### src/logic/betu_pkg.sv
// package of constants and types for the bus event trigger unit
package betu_pkg;

  // ----------------------------------------
  // register map (apb byte addresses)
  // ----------------------------------------
  localparam logic [7:0] ADDR_CTRL = 8'h00;
  localparam logic [7:0] ADDR_STATUS = 8'h04;
  localparam logic [7:0] ADDR_GP_COUNT = 8'h08;
  localparam logic [7:0] ADDR_U1_BASE = 8'h10;
  localparam logic [7:0] ADDR_U2_BASE = 8'h30;
  // per-unit word offsets from the unit base
  localparam logic [7:0] OFS_ADDR_CMP = 8'h00;
  localparam logic [7:0] OFS_DATA_CMP = 8'h04;
  localparam logic [7:0] OFS_PROBE = 8'h08;
  localparam logic [7:0] OFS_BUSOP = 8'h0C;
  localparam logic [7:0] OFS_PASS = 8'h10;
  localparam logic [7:0] OFS_DELAY = 8'h14;

  // ----------------------------------------
  // field positions
  // ----------------------------------------
  // compare word: value [15:0], operator [17:16]
  localparam int CMP_OP_LSB = 16;
  // probe word: pattern [7:0], care mask [15:8] (1 = compared)
  localparam int PROBE_CARE_LSB = 8;
  // control: mode [1:0], clear-all strobe [4], gp clear strobe [5]
  localparam int CTRL_CLEAR_BIT = 4;
  localparam int CTRL_GP_CLR_BIT = 5;

  // ----------------------------------------
  // widths and limits
  // ----------------------------------------
  localparam int VAL_W = 16;
  localparam logic [15:0] GP_MAX = 16'hFFFE;
  localparam logic [3:0] BUSOP_RESET = 4'h9;

  // ----------------------------------------
  // enumerations
  // ----------------------------------------
  typedef enum logic [1:0] {
    BETU_OP_WORD_EQ = 2'h0,
    BETU_OP_BYTE_EQ = 2'h1,
    BETU_OP_LESS_EQ = 2'h2,
    BETU_OP_GREATER_EQ = 2'h3
  } betu_cmp_op_t;

  typedef enum logic [1:0] {
    BETU_MODE_SEPARATE = 2'h0,
    BETU_MODE_CHAINED = 2'h1,
    BETU_MODE_COINCIDENCE = 2'h2
  } betu_mode_t;

  typedef enum logic [3:0] {
    BETU_BUS_FETCH = 4'h0,
    BETU_BUS_IO = 4'h1,
    BETU_BUS_MEM = 4'h2,
    BETU_BUS_READ = 4'h3,
    BETU_BUS_WRITE = 4'h4,
    BETU_BUS_IO_READ = 4'h5,
    BETU_BUS_IO_WRITE = 4'h6,
    BETU_BUS_MEM_READ = 4'h7,
    BETU_BUS_MEM_WRITE = 4'h8,
    BETU_BUS_ALL = 4'h9
  } betu_busop_t;

endpackage

### src/logic/betu_trigger_unit.sv
// two-unit bus event trigger block with apb register access
//
// The address map and register access over APB were left to the implementer.
`timescale 1ns/1ns
// Notes on behaviour
// less-than operator matches value at or below
// greater-than operator matches value at or above
// byte equality compares low eight bits only
// word equality compares all sixteen bits
// compare values held as sixteen bits
// probe bit n is channel n
// per-bit care mask, all masked removes probe
// bus qualifier picks one of ten classes
// other transaction classes are ignored
// bus qualifier resets to all class
// counters idle until all conditions match
// pass counts down per match, then delay
// pass count zero or one means none
// delay starts after pass, counts units
// delay of zero skips the delay stage
// counters to 65535, general counter saturates 65534
// each unit drives its own trigger output
// triggers never halt nor freeze anything
// only one relationship mode at once
// chained: one arms two, two rearms one
// chained: general counter runs between triggers
// chained: unit one delay not started
// coincidence: unit two address and class gate one
// mode defaults to separate on reset and clear
// evaluate once per bus transaction strobe
module betu_trigger_unit (
  // clock and reset
  input wire logic i_clk,
  input wire logic i_reset,
  // apb slave
  input wire logic i_psel,
  input wire logic i_penable,
  input wire logic i_pwrite,
  input wire logic [7:0] i_paddr,
  input wire logic [31:0] i_pwdata,
  output logic [31:0] o_prdata,
  output logic o_pready,
  output logic o_pslverr,
  // monitored target bus
  input wire logic i_bus_strobe,
  input wire logic [15:0] i_bus_addr,
  input wire logic [15:0] i_bus_data,
  input wire logic [7:0] i_probe,
  input wire logic i_bus_fetch,
  input wire logic i_bus_io,
  input wire logic i_bus_write,
  // count unit enable pulse
  input wire logic i_count_unit,
  // trigger outputs
  output logic o_unit_one_trigger_output,
  output logic o_unit_two_trigger_output
);

  // ----------------------------------------
  // functions
  // ----------------------------------------
  // address or data compare under the selected operator
  function automatic logic cmp_match(input logic [15:0] bus_val, input logic [17:0] cfg);
    logic [15:0] ref_val;
    ref_val = cfg[15:0];
    case (betu_pkg::betu_cmp_op_t'(cfg[17:16]))
      betu_pkg::BETU_OP_BYTE_EQ: cmp_match = (bus_val[7:0] == ref_val[7:0]);
      betu_pkg::BETU_OP_LESS_EQ: cmp_match = (bus_val <= ref_val);
      betu_pkg::BETU_OP_GREATER_EQ: cmp_match = (bus_val >= ref_val);
      default: cmp_match = (bus_val == ref_val);
    endcase
  endfunction

  // bus class qualifier
  function automatic logic class_match(input logic [3:0] sel, input logic fetch, input logic io,
                                       input logic wr);
    case (betu_pkg::betu_busop_t'(sel))
      betu_pkg::BETU_BUS_FETCH: class_match = fetch;
      betu_pkg::BETU_BUS_IO: class_match = io;
      betu_pkg::BETU_BUS_MEM: class_match = !io;
      betu_pkg::BETU_BUS_READ: class_match = !wr;
      betu_pkg::BETU_BUS_WRITE: class_match = wr;
      betu_pkg::BETU_BUS_IO_READ: class_match = io && !wr;
      betu_pkg::BETU_BUS_IO_WRITE: class_match = io && wr;
      betu_pkg::BETU_BUS_MEM_READ: class_match = !io && !wr;
      betu_pkg::BETU_BUS_MEM_WRITE: class_match = !io && wr;
      default: class_match = 1'b1;
    endcase
  endfunction

  // ----------------------------------------
  // register storage
  // ----------------------------------------
  logic [17:0] addr_cfg [2];
  logic [17:0] data_cfg [2];
  logic [15:0] probe_cfg [2];
  logic [3:0] busop_cfg [2];
  logic [15:0] pass_cfg [2];
  logic [15:0] delay_cfg [2];
  logic [1:0] mode;
  logic [15:0] gp_count;
  logic gp_running;
  logic armed_two;
  logic [1:0] fire;
  logic [1:0] delay_busy;

  logic wr_en;
  logic clear_all;
  logic gp_clear;
  logic [1:0] unit_sel;
  logic [7:0] unit_ofs;
  logic chained;
  logic coincident;

  assign wr_en = i_psel && i_penable && i_pwrite;
  assign clear_all = wr_en && (i_paddr == betu_pkg::ADDR_CTRL) && i_pwdata[betu_pkg::CTRL_CLEAR_BIT];
  assign gp_clear = wr_en && (i_paddr == betu_pkg::ADDR_CTRL) && i_pwdata[betu_pkg::CTRL_GP_CLR_BIT];
  assign unit_sel[0] = (i_paddr >= betu_pkg::ADDR_U1_BASE) && (i_paddr < betu_pkg::ADDR_U2_BASE);
  assign unit_sel[1] = (i_paddr >= betu_pkg::ADDR_U2_BASE) && (i_paddr < 8'h48);
  assign unit_ofs = unit_sel[1] ? (i_paddr - betu_pkg::ADDR_U2_BASE) : (i_paddr - betu_pkg::ADDR_U1_BASE);
  assign chained = (mode == betu_pkg::BETU_MODE_CHAINED);
  assign coincident = (mode == betu_pkg::BETU_MODE_COINCIDENCE);

  // always ready: zero wait states keep the master simple
  assign o_pready = 1'b1;
  assign o_pslverr = 1'b0;

  // mode register, cleared to separate on reset or clear-all
  always_ff @(posedge i_clk or posedge i_reset) begin
    if (i_reset) begin
      mode <= betu_pkg::BETU_MODE_SEPARATE;
    end else if (clear_all) begin
      mode <= betu_pkg::BETU_MODE_SEPARATE;
    end else if (wr_en && (i_paddr == betu_pkg::ADDR_CTRL)) begin
      // unknown code falls back to separate so one mode always holds
      mode <= (i_pwdata[1:0] == 2'h3) ? betu_pkg::BETU_MODE_SEPARATE : i_pwdata[1:0];
    end
  end

  // ----------------------------------------
  // per-unit logic
  // ----------------------------------------
  logic [1:0] raw_match;
  logic [1:0] addr_class_match;
  logic [1:0] qual_match;
  logic [1:0] pass_done;

  genvar gi;
  generate
    for (gi = 0; gi < 2; gi++) begin : g_unit
      logic [15:0] pass_left;
      logic [15:0] delay_left;
      logic [7:0] care;
      logic probe_ok;
      logic delay_enabled;

      // per-unit settings; a clear leaves the bus qualifier alone
      always_ff @(posedge i_clk or posedge i_reset) begin
        if (i_reset) begin
          addr_cfg[gi] <= 18'h00000;
          data_cfg[gi] <= 18'h00000;
          probe_cfg[gi] <= 16'h0000;
          busop_cfg[gi] <= betu_pkg::BUSOP_RESET;
          pass_cfg[gi] <= 16'h0000;
          delay_cfg[gi] <= 16'h0000;
        end else if (clear_all) begin
          addr_cfg[gi] <= 18'h00000;
          data_cfg[gi] <= 18'h00000;
          probe_cfg[gi] <= 16'h0000;
          pass_cfg[gi] <= 16'h0000;
          delay_cfg[gi] <= 16'h0000;
        end else if (wr_en && unit_sel[gi]) begin
          case (unit_ofs)
            betu_pkg::OFS_ADDR_CMP: addr_cfg[gi] <= i_pwdata[17:0];
            betu_pkg::OFS_DATA_CMP: data_cfg[gi] <= i_pwdata[17:0];
            betu_pkg::OFS_PROBE: probe_cfg[gi] <= i_pwdata[15:0];
            betu_pkg::OFS_BUSOP: busop_cfg[gi] <= (i_pwdata[3:0] > 4'h9) ? betu_pkg::BUSOP_RESET : i_pwdata[3:0];
            betu_pkg::OFS_PASS: pass_cfg[gi] <= i_pwdata[15:0];
            betu_pkg::OFS_DELAY: delay_cfg[gi] <= i_pwdata[15:0];
            default: begin
            end
          endcase
        end
      end

      // probe compare: care mask of zero drops the term
      assign care = probe_cfg[gi][15:8];
      assign probe_ok = ((i_probe & care) == (probe_cfg[gi][7:0] & care));
      assign addr_class_match[gi] = i_bus_strobe && class_match(busop_cfg[gi], i_bus_fetch, i_bus_io, i_bus_write)
                                    && cmp_match(i_bus_addr, addr_cfg[gi]);
      assign raw_match[gi] = addr_class_match[gi] && cmp_match(i_bus_data, data_cfg[gi]) && probe_ok;
      // chained mode keeps unit one's delay disabled, so unit one fires on pass completion, no delay there
      assign delay_enabled = (delay_cfg[gi] != 16'h0000) && !(gi == 0 && chained);
      assign pass_done[gi] = qual_match[gi] && (pass_left <= 16'h0001);

      // pass counter, reloaded from setting at pass completion, holds between matches
      always_ff @(posedge i_clk or posedge i_reset) begin
        if (i_reset) begin
          pass_left <= 16'h0000;
        end else if (clear_all || (wr_en && unit_sel[gi] && unit_ofs == betu_pkg::OFS_PASS)) begin
          pass_left <= clear_all ? 16'h0000 : i_pwdata[15:0];
        end else if (pass_done[gi]) begin
          pass_left <= pass_cfg[gi];
        end else if (qual_match[gi]) begin
          pass_left <= pass_left - 16'h0001;
        end
      end

      // delay counter, ticks on count unit pulses
      always_ff @(posedge i_clk or posedge i_reset) begin
        if (i_reset) begin
          delay_busy[gi] <= 1'b0;
          delay_left <= 16'h0000;
        end else if (clear_all) begin
          delay_busy[gi] <= 1'b0;
          delay_left <= 16'h0000;
        end else if (!delay_busy[gi] && pass_done[gi] && delay_enabled) begin
          delay_busy[gi] <= 1'b1;
          delay_left <= delay_cfg[gi];
        end else if (delay_busy[gi] && i_count_unit) begin
          delay_left <= delay_left - 16'h0001;
          if (delay_left == 16'h0001) begin
            delay_busy[gi] <= 1'b0;
          end
        end
      end

      // fire on pass completion without delay, or at delay expiry
      assign fire[gi] = (pass_done[gi] && !delay_enabled && !delay_busy[gi])
                        || (delay_busy[gi] && i_count_unit && delay_left == 16'h0001);
    end
  endgenerate

  // qualified matches per mode; idle counters until full match
  assign qual_match[0] = raw_match[0] && (!coincident || addr_class_match[1]) && !(chained && armed_two);
  assign qual_match[1] = raw_match[1] && (!chained || armed_two);

  // chained arming: one arms two, two rearms one
  always_ff @(posedge i_clk or posedge i_reset) begin
    if (i_reset) begin
      armed_two <= 1'b0;
    end else if (!chained || clear_all) begin
      armed_two <= 1'b0;
    end else if (fire[1] && armed_two) begin
      armed_two <= 1'b0;
    end else if (fire[0]) begin
      armed_two <= 1'b1;
    end
  end

  // general purpose counter between the two chained triggers
  always_ff @(posedge i_clk or posedge i_reset) begin
    if (i_reset) begin
      gp_running <= 1'b0;
      gp_count <= 16'h0000;
    end else if (clear_all) begin
      gp_running <= 1'b0;
      gp_count <= 16'h0000;
    end else if (chained && fire[0] && !armed_two) begin
      // a start in the same cycle as a gp clear strobe wins, so no window is lost
      gp_running <= 1'b1;
      gp_count <= 16'h0000;
    end else if (gp_clear) begin
      gp_running <= 1'b0;
      gp_count <= 16'h0000;
    end else if (chained && fire[1] && armed_two) begin
      gp_running <= 1'b0;
    end else if (gp_running && i_count_unit && gp_count < betu_pkg::GP_MAX) begin
      gp_count <= gp_count + 16'h0001;
    end
  end

  // trigger outputs: one-cycle pulses, nothing else is touched by them
  always_ff @(posedge i_clk or posedge i_reset) begin
    if (i_reset) begin
      o_unit_one_trigger_output <= 1'b0;
      o_unit_two_trigger_output <= 1'b0;
    end else begin
      o_unit_one_trigger_output <= fire[0];
      o_unit_two_trigger_output <= fire[1];
    end
  end

  // ----------------------------------------
  // apb read mux
  // ----------------------------------------
  always_ff @(posedge i_clk or posedge i_reset) begin
    if (i_reset) begin
      o_prdata <= 32'h00000000;
    end else if (i_psel && !i_penable && !i_pwrite) begin
      o_prdata <= 32'h00000000;
      if (i_paddr == betu_pkg::ADDR_CTRL) begin
        o_prdata <= {30'h0, mode};
      end else if (i_paddr == betu_pkg::ADDR_STATUS) begin
        o_prdata <= {26'h0, delay_busy, gp_running, armed_two, 2'h0};
      end else if (i_paddr == betu_pkg::ADDR_GP_COUNT) begin
        o_prdata <= {16'h0000, gp_count};
      end else if (unit_sel[0] || unit_sel[1]) begin
        case (unit_ofs)
          betu_pkg::OFS_ADDR_CMP: o_prdata <= {14'h0, addr_cfg[unit_sel[1]]};
          betu_pkg::OFS_DATA_CMP: o_prdata <= {14'h0, data_cfg[unit_sel[1]]};
          betu_pkg::OFS_PROBE: o_prdata <= {16'h0000, probe_cfg[unit_sel[1]]};
          betu_pkg::OFS_BUSOP: o_prdata <= {28'h0000000, busop_cfg[unit_sel[1]]};
          betu_pkg::OFS_PASS: o_prdata <= {16'h0000, pass_cfg[unit_sel[1]]};
          betu_pkg::OFS_DELAY: o_prdata <= {16'h0000, delay_cfg[unit_sel[1]]};
          default: o_prdata <= 32'h00000000;
        endcase
      end
    end
  end
endmodule

### config.mk
export PLATFORM = sky130hd
export DESIGN_NAME = betu_trigger_unit
export DESIGN_NICKNAME = d
export VERILOG_FILES = /design/src/logic/betu_pkg.sv /design/src/logic/betu_trigger_unit.sv
export SDC_FILE = /design/constraint.sdc
export NUM_CORES = 1
export LEC_CHECK = 0
export BUFFER_PORTS_ARGS = -buffer_cell sky130_fd_sc_hd__buf_2
export CAP_MARGIN = 10
export CORE_AREA = 2 2 169 212
export DETAILED_ROUTE_END_ITERATION = 8
export DIE_AREA = 0 0 171 214
export PLACE_DENSITY = 0.7
export SLEW_MARGIN = 30
export SYNTH_ARGS = -nofsm -noshare
export SYNTH_HDL_FRONTEND = slang
export SYNTH_SLANG_ARGS = --single-unit
### constraint.sdc
create_clock -name i_clk -period 9.6 [get_ports i_clk]
set_input_delay 1.92 -clock i_clk [delete_from_list [all_inputs] [get_ports i_clk]]
set_output_delay 1.92 -clock i_clk [all_outputs]
set_load 0.01 [all_outputs]
* Word level (Yosys, flattened, before mapping)
Index checks and enable logic that the tools add are counted.
** Storage, ports and cells
- Memories kept :: 0
- Register bits :: 296
- Bits in latches :: 0
- Bits in read-only memories :: 0
- Memory bits (writable) :: 0
- Input port bits :: 90
- Word-level logic and storage cells :: 307
- Output and inout bits :: 36
** Operators by class
- Divide/modulo/power cells :: 0
- Multipliers :: 0
- Bitwise operators :: 6
- Add/sub/neg operators :: 7
- Order comparisons :: 17
- Reduce and logical (&&, ||, !) cells :: 109
- Mux-type cells :: 92
- Equal/unequal tests :: 51
- Shift-type cells :: 0
** Operators with widths (count)
- 16-bit two-way mux :: 42
- 18-bit two-way mux :: 20
- 18-bit one-hot mux with 6 select lines :: 1
- 16-bit equality test :: 4
- 16-bit >= comparator :: 4
- 16-bit less-or-equal comparator :: 4
- 16-bit by 1-bit subtractor with 16-bit output (second input constant) :: 4
- 1-bit logical AND :: 51
- 8-bit equality test :: 6
- 8-bit AND :: 4
- 16-bit by 1-bit equality test with 1-bit output (second input constant) :: 2
- 4-bit by 3-bit equality test with 1-bit output (second input constant) :: 8
- 16-bit by 1-bit less-or-equal comparator with 1-bit output (second input constant) :: 2
- 16-bit nonzero test :: 2
- 2-bit AND reduction :: 13
- 8-bit by 4-bit equality test with 1-bit output (second input constant) :: 3
- 3-bit nonzero test :: 7
- 2-bit equality test (second input constant) :: 10
- 1-bit one-hot mux with 9 select lines :: 2
- 16-bit by 1-bit adder with 16-bit output (second input constant) :: 1
- 4-bit by 2-bit equality test with 1-bit output (second input constant) :: 4
- 8-bit by 3-bit equality test with 1-bit output (second input constant) :: 2
- 8-bit by 5-bit equality test with 1-bit output (second input constant) :: 2
- 8-bit zero test :: 2
- 26 further kinds :: 82

* Longest topological paths before layout
- Depth after elaboration :: 18
- Mapped depth :: 14
- Mapped depth without buffers :: 11

* Worst setup path after synthesis
OpenSTA, ideal clock, no wires.
- Path type :: in2reg
- Start :: in i_bus_data[13]
- End :: reg g_unit[1].delay_left[4]
- Setup time :: 0.150 ns
- Path buffers :: 3
- Setup slack :: 5.104 ns
- Data arrival time :: 4.346 ns
- Cell stages on the path :: 13
- Required time :: 9.450 ns
- Cell sequence :: ha_1 > nand4_1 > or3_1 > a21o_1 > a31oi_1 > nor3b_2 > or2_1 > buf_2 > or4_1 > buf_2 > buf_6 > nor2_1 > a211oi_2
** Between the ends
- Cells in the longest elaborated chain, start to end :: 10
- Elaborated cells on any way between the ends :: 13
- Classes of those cells :: order compare: 2; eq/ne: 1; mux: 3; reduce/logical: 7
** RTL lines
- from (decl) :: RTL line betu_trigger_unit.sv:47 : input wire logic [15:0] i_bus_data,
- 16-bit >= comparator, or another cell as far along :: RTL line betu_trigger_unit.sv:69 : betu_pkg::BETU_OP_GREATER_EQ: cmp_match = (bus_val >= ref_val);
- 1-bit one-hot mux with 3 select lines * :: RTL line betu_trigger_unit.sv:66 : case (betu_pkg::betu_cmp_op_t'(cfg[17:16]))
- 1-bit logical AND * (2 in series) :: RTL line betu_trigger_unit.sv:191 : assign raw_match[gi] = addr_class_match[gi] && cmp_match(i_bus_data, data_cfg[gi]) && probe_ok;
- 1-bit logical AND * :: RTL line betu_trigger_unit.sv:236 : assign qual_match[1] = raw_match[1] && (!chained || armed_two);
- 1-bit logical AND * :: RTL line betu_trigger_unit.sv:194 : assign pass_done[gi] = qual_match[gi] && (pass_left <= 16'h0001);
- 1-bit logical AND * (2 in series) :: RTL line betu_trigger_unit.sv:217 : end else if (!delay_busy[gi] && pass_done[gi] && delay_enabled) begin
- 16-bit two-way mux :: RTL line betu_trigger_unit.sv:217
- 16-bit two-way mux :: RTL line betu_trigger_unit.sv:214 : end else if (clear_all) begin
- to (signal assigned) :: RTL line betu_trigger_unit.sv:219 : delay_left <= delay_cfg[gi];
- to (signal assigned) :: RTL line betu_trigger_unit.sv:221 : delay_left <= delay_left - 16'h0001;
- to (decl) :: RTL line betu_trigger_unit.sv:152 : logic [15:0] delay_left;
Every way passes the cells marked *; elsewhere a longest branch is shown, timed or not.
A chain may end at the register's enable or synchronous reset.

* Final worst setup path
- Start :: in i_bus_data[14]
- End :: reg g_unit[1].delay_left[5]
Same word-level chain as after synthesis.

==> qor.txt <==
Final period utilization -> 57.1%
Top FF cell, synth -> dfrtp_1
# IOs -> 126
# setup viols final -> 0
DPL Wire Length -> 38900 µm
Final setup skew -> 0.0180 ns
Detail Route Antenna Nets -> 0
Bufs on Longest Clock Path -> 3
Worst hold path type -> reg2reg
Power Dens Cells -> 140 nW/µm²
Clock buffer count from CTS -> 30
Number of hold violations in the final report -> 0
Die width -> 171 µm
Crit Path Max Fanout -> 25
CP required -> 10.09 ns
Slowest stage delay, CP -> 0.73 ns
# hold bufs at CTS -> 0
Site Rows -> 76
Slew @ Worst Pin -> 0.935 ns
Root Driver -> clkbuf_16
Post-synth ARST share -> 100%
Detailed Route Iter0 Violations -> 1546
CP Depth -> 12
CTS H-tree depth -> 1
CP endpoint kind -> flop
Setup bufs post-CTS -> 0
Netlist cell types -> 83
Path depth of the worst reg2reg path -> 12
Initial core utilization -> 49.6%
Number of diodes -> 0
VDD IR max -> 0.137 mV
Worst path slowest cell -> or4_1
Clock Sinks -> 282
Area growth syn-to-layout -> 11.1%
Sequential share of the synthesized area -> 41.4%
Port Buffer Count -> 95
Leakage power -> 8.28 nW
Total track usage -> 29.8%
Worst-Skew Late Latency -> 0.58 ns
Layout cells sized above 1 -> 11.3%
Power, Total -> 0.00266 W
CTS resizes -> 0
First-pass DRT Iterations -> 8
CP bufs+invs -> 2
First-pass GRT wire length -> 85000 µm
DIE AREA -> 36600 µm²
CTS tree -> yes
Synthesized area -> 17100 µm²
RSZ-0062 raised after global routing -> false
Vias in the first global route -> 15100
Crit Path Category -> in2reg
Synth Register Bits -> 282
# DRC -> 0
EDFF count, synth -> 0
Post-layout minimum cycle time -> 5.48 ns
Congestion Overflow GR -> 0
Hold Path Cell Cnt -> 2
WL/cell -> 21.4 µm
Synth Warn # -> 0
Routed WL -> 54600 µm
Die Height -> 214 µm
Max_cap viols -> 0
Cells along the critical path -> buf_2 > ha_1 > nand4_1 > o21ai_0 > a21oi_1 > nor3b_1 > nand4_2 > or2_2 > or4_1 > buf_4 > and3_1 > nor3_2
Critical Path AT -> 5.97 ns
Max Slew Vio Count -> 0
Initial antenna violation count -> 1
Slew headroom -> 37.5%
Status -> finished clean
Largest net degree at the start of global routing -> 175
Core area -> 34400 µm²
Synth Area per Inst -> 8.42 µm²
Routability cong. -> 0.956
CP delay by family, top -> simple AND/OR/NAND/NOR gates
Vias -> 15600
Max Clk Rate -> 0.182 GHz
Final nets -> 2230
Vias per cell -> 6.11
Fillers -> 3191
Synthesized instance count -> 2026
CTS clk-pin slew, worst paths -> 0.06 ns
Setup crit start kind -> input pin
Setup TNS -> 0 ns
==> worst reg2reg max path, cell delays in order, from the launching register on <==
cell and delay, ns:
dfrtp_1 0.37, inv_1 0.05, ha_1 0.31, nand4_1 0.19
o21ai_0 0.24, a21oi_1 0.15, nor3b_1 0.68, nand4_2 0.34
or2_2 0.59, or4_1 0.74, buf_4 0.33, and3_1 0.21
nor3_2 0.14
==> sequential cells by signal, indices dropped and copies added, names as in the netlist, 8 cells and up <==
signal / flops
addr_cfg: 36
busop_cfg: 8
data_cfg: 36
delay_cfg: 32
g_unit.care: 16
g_unit.delay_left: 32
g_unit.pass_left: 32
gp_count: 16
o_prdata: 18
pass_cfg: 32
probe_cfg: 16
==> placed cells by master (no fill, tap or decap), types with 9 or more instances in the layout <==
master	netlist	final
a211o_1	13	13
nand3_1	71	69
xor2_1	28	28
o22ai_1	32	32
clkbuf_16	0	31
o211ai_1	23	23
o21a_1	11	11
buf_2	19	95
a211oi_1	22	22
a31oi_1	11	10
nand4_1	27	27
mux2i_1	43	43
o221ai_1	12	12
o31ai_1	9	9
dfrtp_1	278	278
o21ai_1	17	17
nor4_1	21	21
or3_1	9	9
inv_1	105	104
and3_1	11	10
conb_1	2	16
xnor2_1	20	20
nor3_1	46	46
ha_1	75	75
nor2_1	163	162
nor2b_1	11	11
buf_4	17	21
a21oi_1	126	121
and2_1	9	9
a211oi_2	13	13
nand2b_1	9	9
o21ai_0	243	242
nand2_1	313	313
or4_1	9	9
==> metrics by stage <==
stage | cell area, µm² | setup slack, ns | hold WS, ns | utilization (%) | instances
floorplan | 17100 | 3.95 | 0.450 | - | 2040
global placement | 17800 | 3.59 | 0.463 | 51.7 | 2497
detailed placement | 17900 | 3.49 | 0.471 | 51.9 | 2499
CTS | 18900 | 4.06 | 0.484 | 54.9 | 2553
global route | 19000 | 3.98 | 0.508 | 55.1 | 2555
finish | 19000 | 4.12 | 0.481 | 55.1 | 2555
==> cell type report <==
cell class	instances	area, µm²	area share (%)
clock inverter	16	213	1.12
clock buffer	38	832	4.39
timing repair buffer	122	742	3.91
multi-input combinational	1524	9130	48.1
inverter	105	398	2.10
tap	468	586	3.09
sequential	282	7060	37.2
==> logic make-up (layout without fill, tap and decap cells) <==
kind of cell | after synthesis | in the layout | share of synthesized area [%]
buffers and inverters | 234 | 281 | 5.84
DFF | 282 | 282 | 41.4
muxes | 45 | 45 | 2.66
other | 2 | 16 | 0.0440
xor gates and xnor gates | 48 | 48 | 2.46
and+or+nand+nor | 740 | 740 | 20.0
adders and majority gates | 75 | 75 | 5.50
AOI/OAI and AO/OA | 600 | 600 | 22.1
==> where the power goes <==
group / leakage, nW / total (W) / internal (W) / switching [W]
sequential: 3.80 / 0.00121 / 0.00120 / 0.0000124
clock: 0.511 / 0.00125 / 0.000744 / 0.000504
combinational: 3.97 / 0.000194 / 0.0000593 / 0.000135
==> path summary, 6_finish.rpt <==
path,start,endpoint,slack [ns]
hold reg to reg,data_cfg[30],data_cfg[30],0.48
max in group asynchronous,i_reset,delay_cfg[12],6.79
hold / removal,data_cfg[30],data_cfg[30],0.48
setup / recovery,i_bus_data[14],g_unit[1].delay_left[5],4.12
setup reg to reg,data_cfg[14],g_unit[1].delay_left[5],5.18
min in group asynchronous,i_reset,busop_cfg[2],1.32
==> synthesized netlist by cell type, types with 8 or more instances <==
library cell | number | area, µm²
a21oi_1 | 126 | 631
and2_1 | 9 | 56.3
o211ai_1 | 23 | 173
nor2_1 | 163 | 612
dfrtp_1 | 278 | 6960
and3_1 | 11 | 68.8
ha_1 | 75 | 938
o22ai_1 | 32 | 200
nor3_1 | 46 | 230
o21ai_1 | 17 | 85.1
buf_4 | 17 | 128
o221ai_1 | 12 | 105
buf_2 | 19 | 95.1
nor4_1 | 21 | 131
a211oi_2 | 13 | 163
clkbuf_1 | 84 | 315
nand2b_1 | 9 | 56.3
or3_1 | 9 | 56.3
a211oi_1 | 22 | 165
nand3_1 | 71 | 355
nand2_1 | 313 | 1170
o21ai_0 | 243 | 1220
o31ai_1 | 9 | 67.6
inv_1 | 105 | 394
a21o_1 | 8 | 60.1
a31oi_1 | 11 | 68.8
a221oi_1 | 8 | 70.1
mux2i_1 | 43 | 430
xor2_1 | 28 | 245
a211o_1 | 13 | 114
nor2b_1 | 11 | 68.8
xnor2_1 | 20 | 175
o21a_1 | 11 | 82.6
nand4_1 | 27 | 169
or4_1 | 9 | 67.6
==> layer usage <==
metal | wire length [µm] | vias to the layer above | global-route usage [%]
met4 | 2730 | 0 | 13.2
met1 | 21700 | 7482 | 39.1
met3 | 4350 | 151 | 4.14
met2 | 25700 | 734 | 49.0
met5 | 0 | - | 0
li1 | - | 7252 | -
No activity file was read; power rests on OpenSTA's default activity.
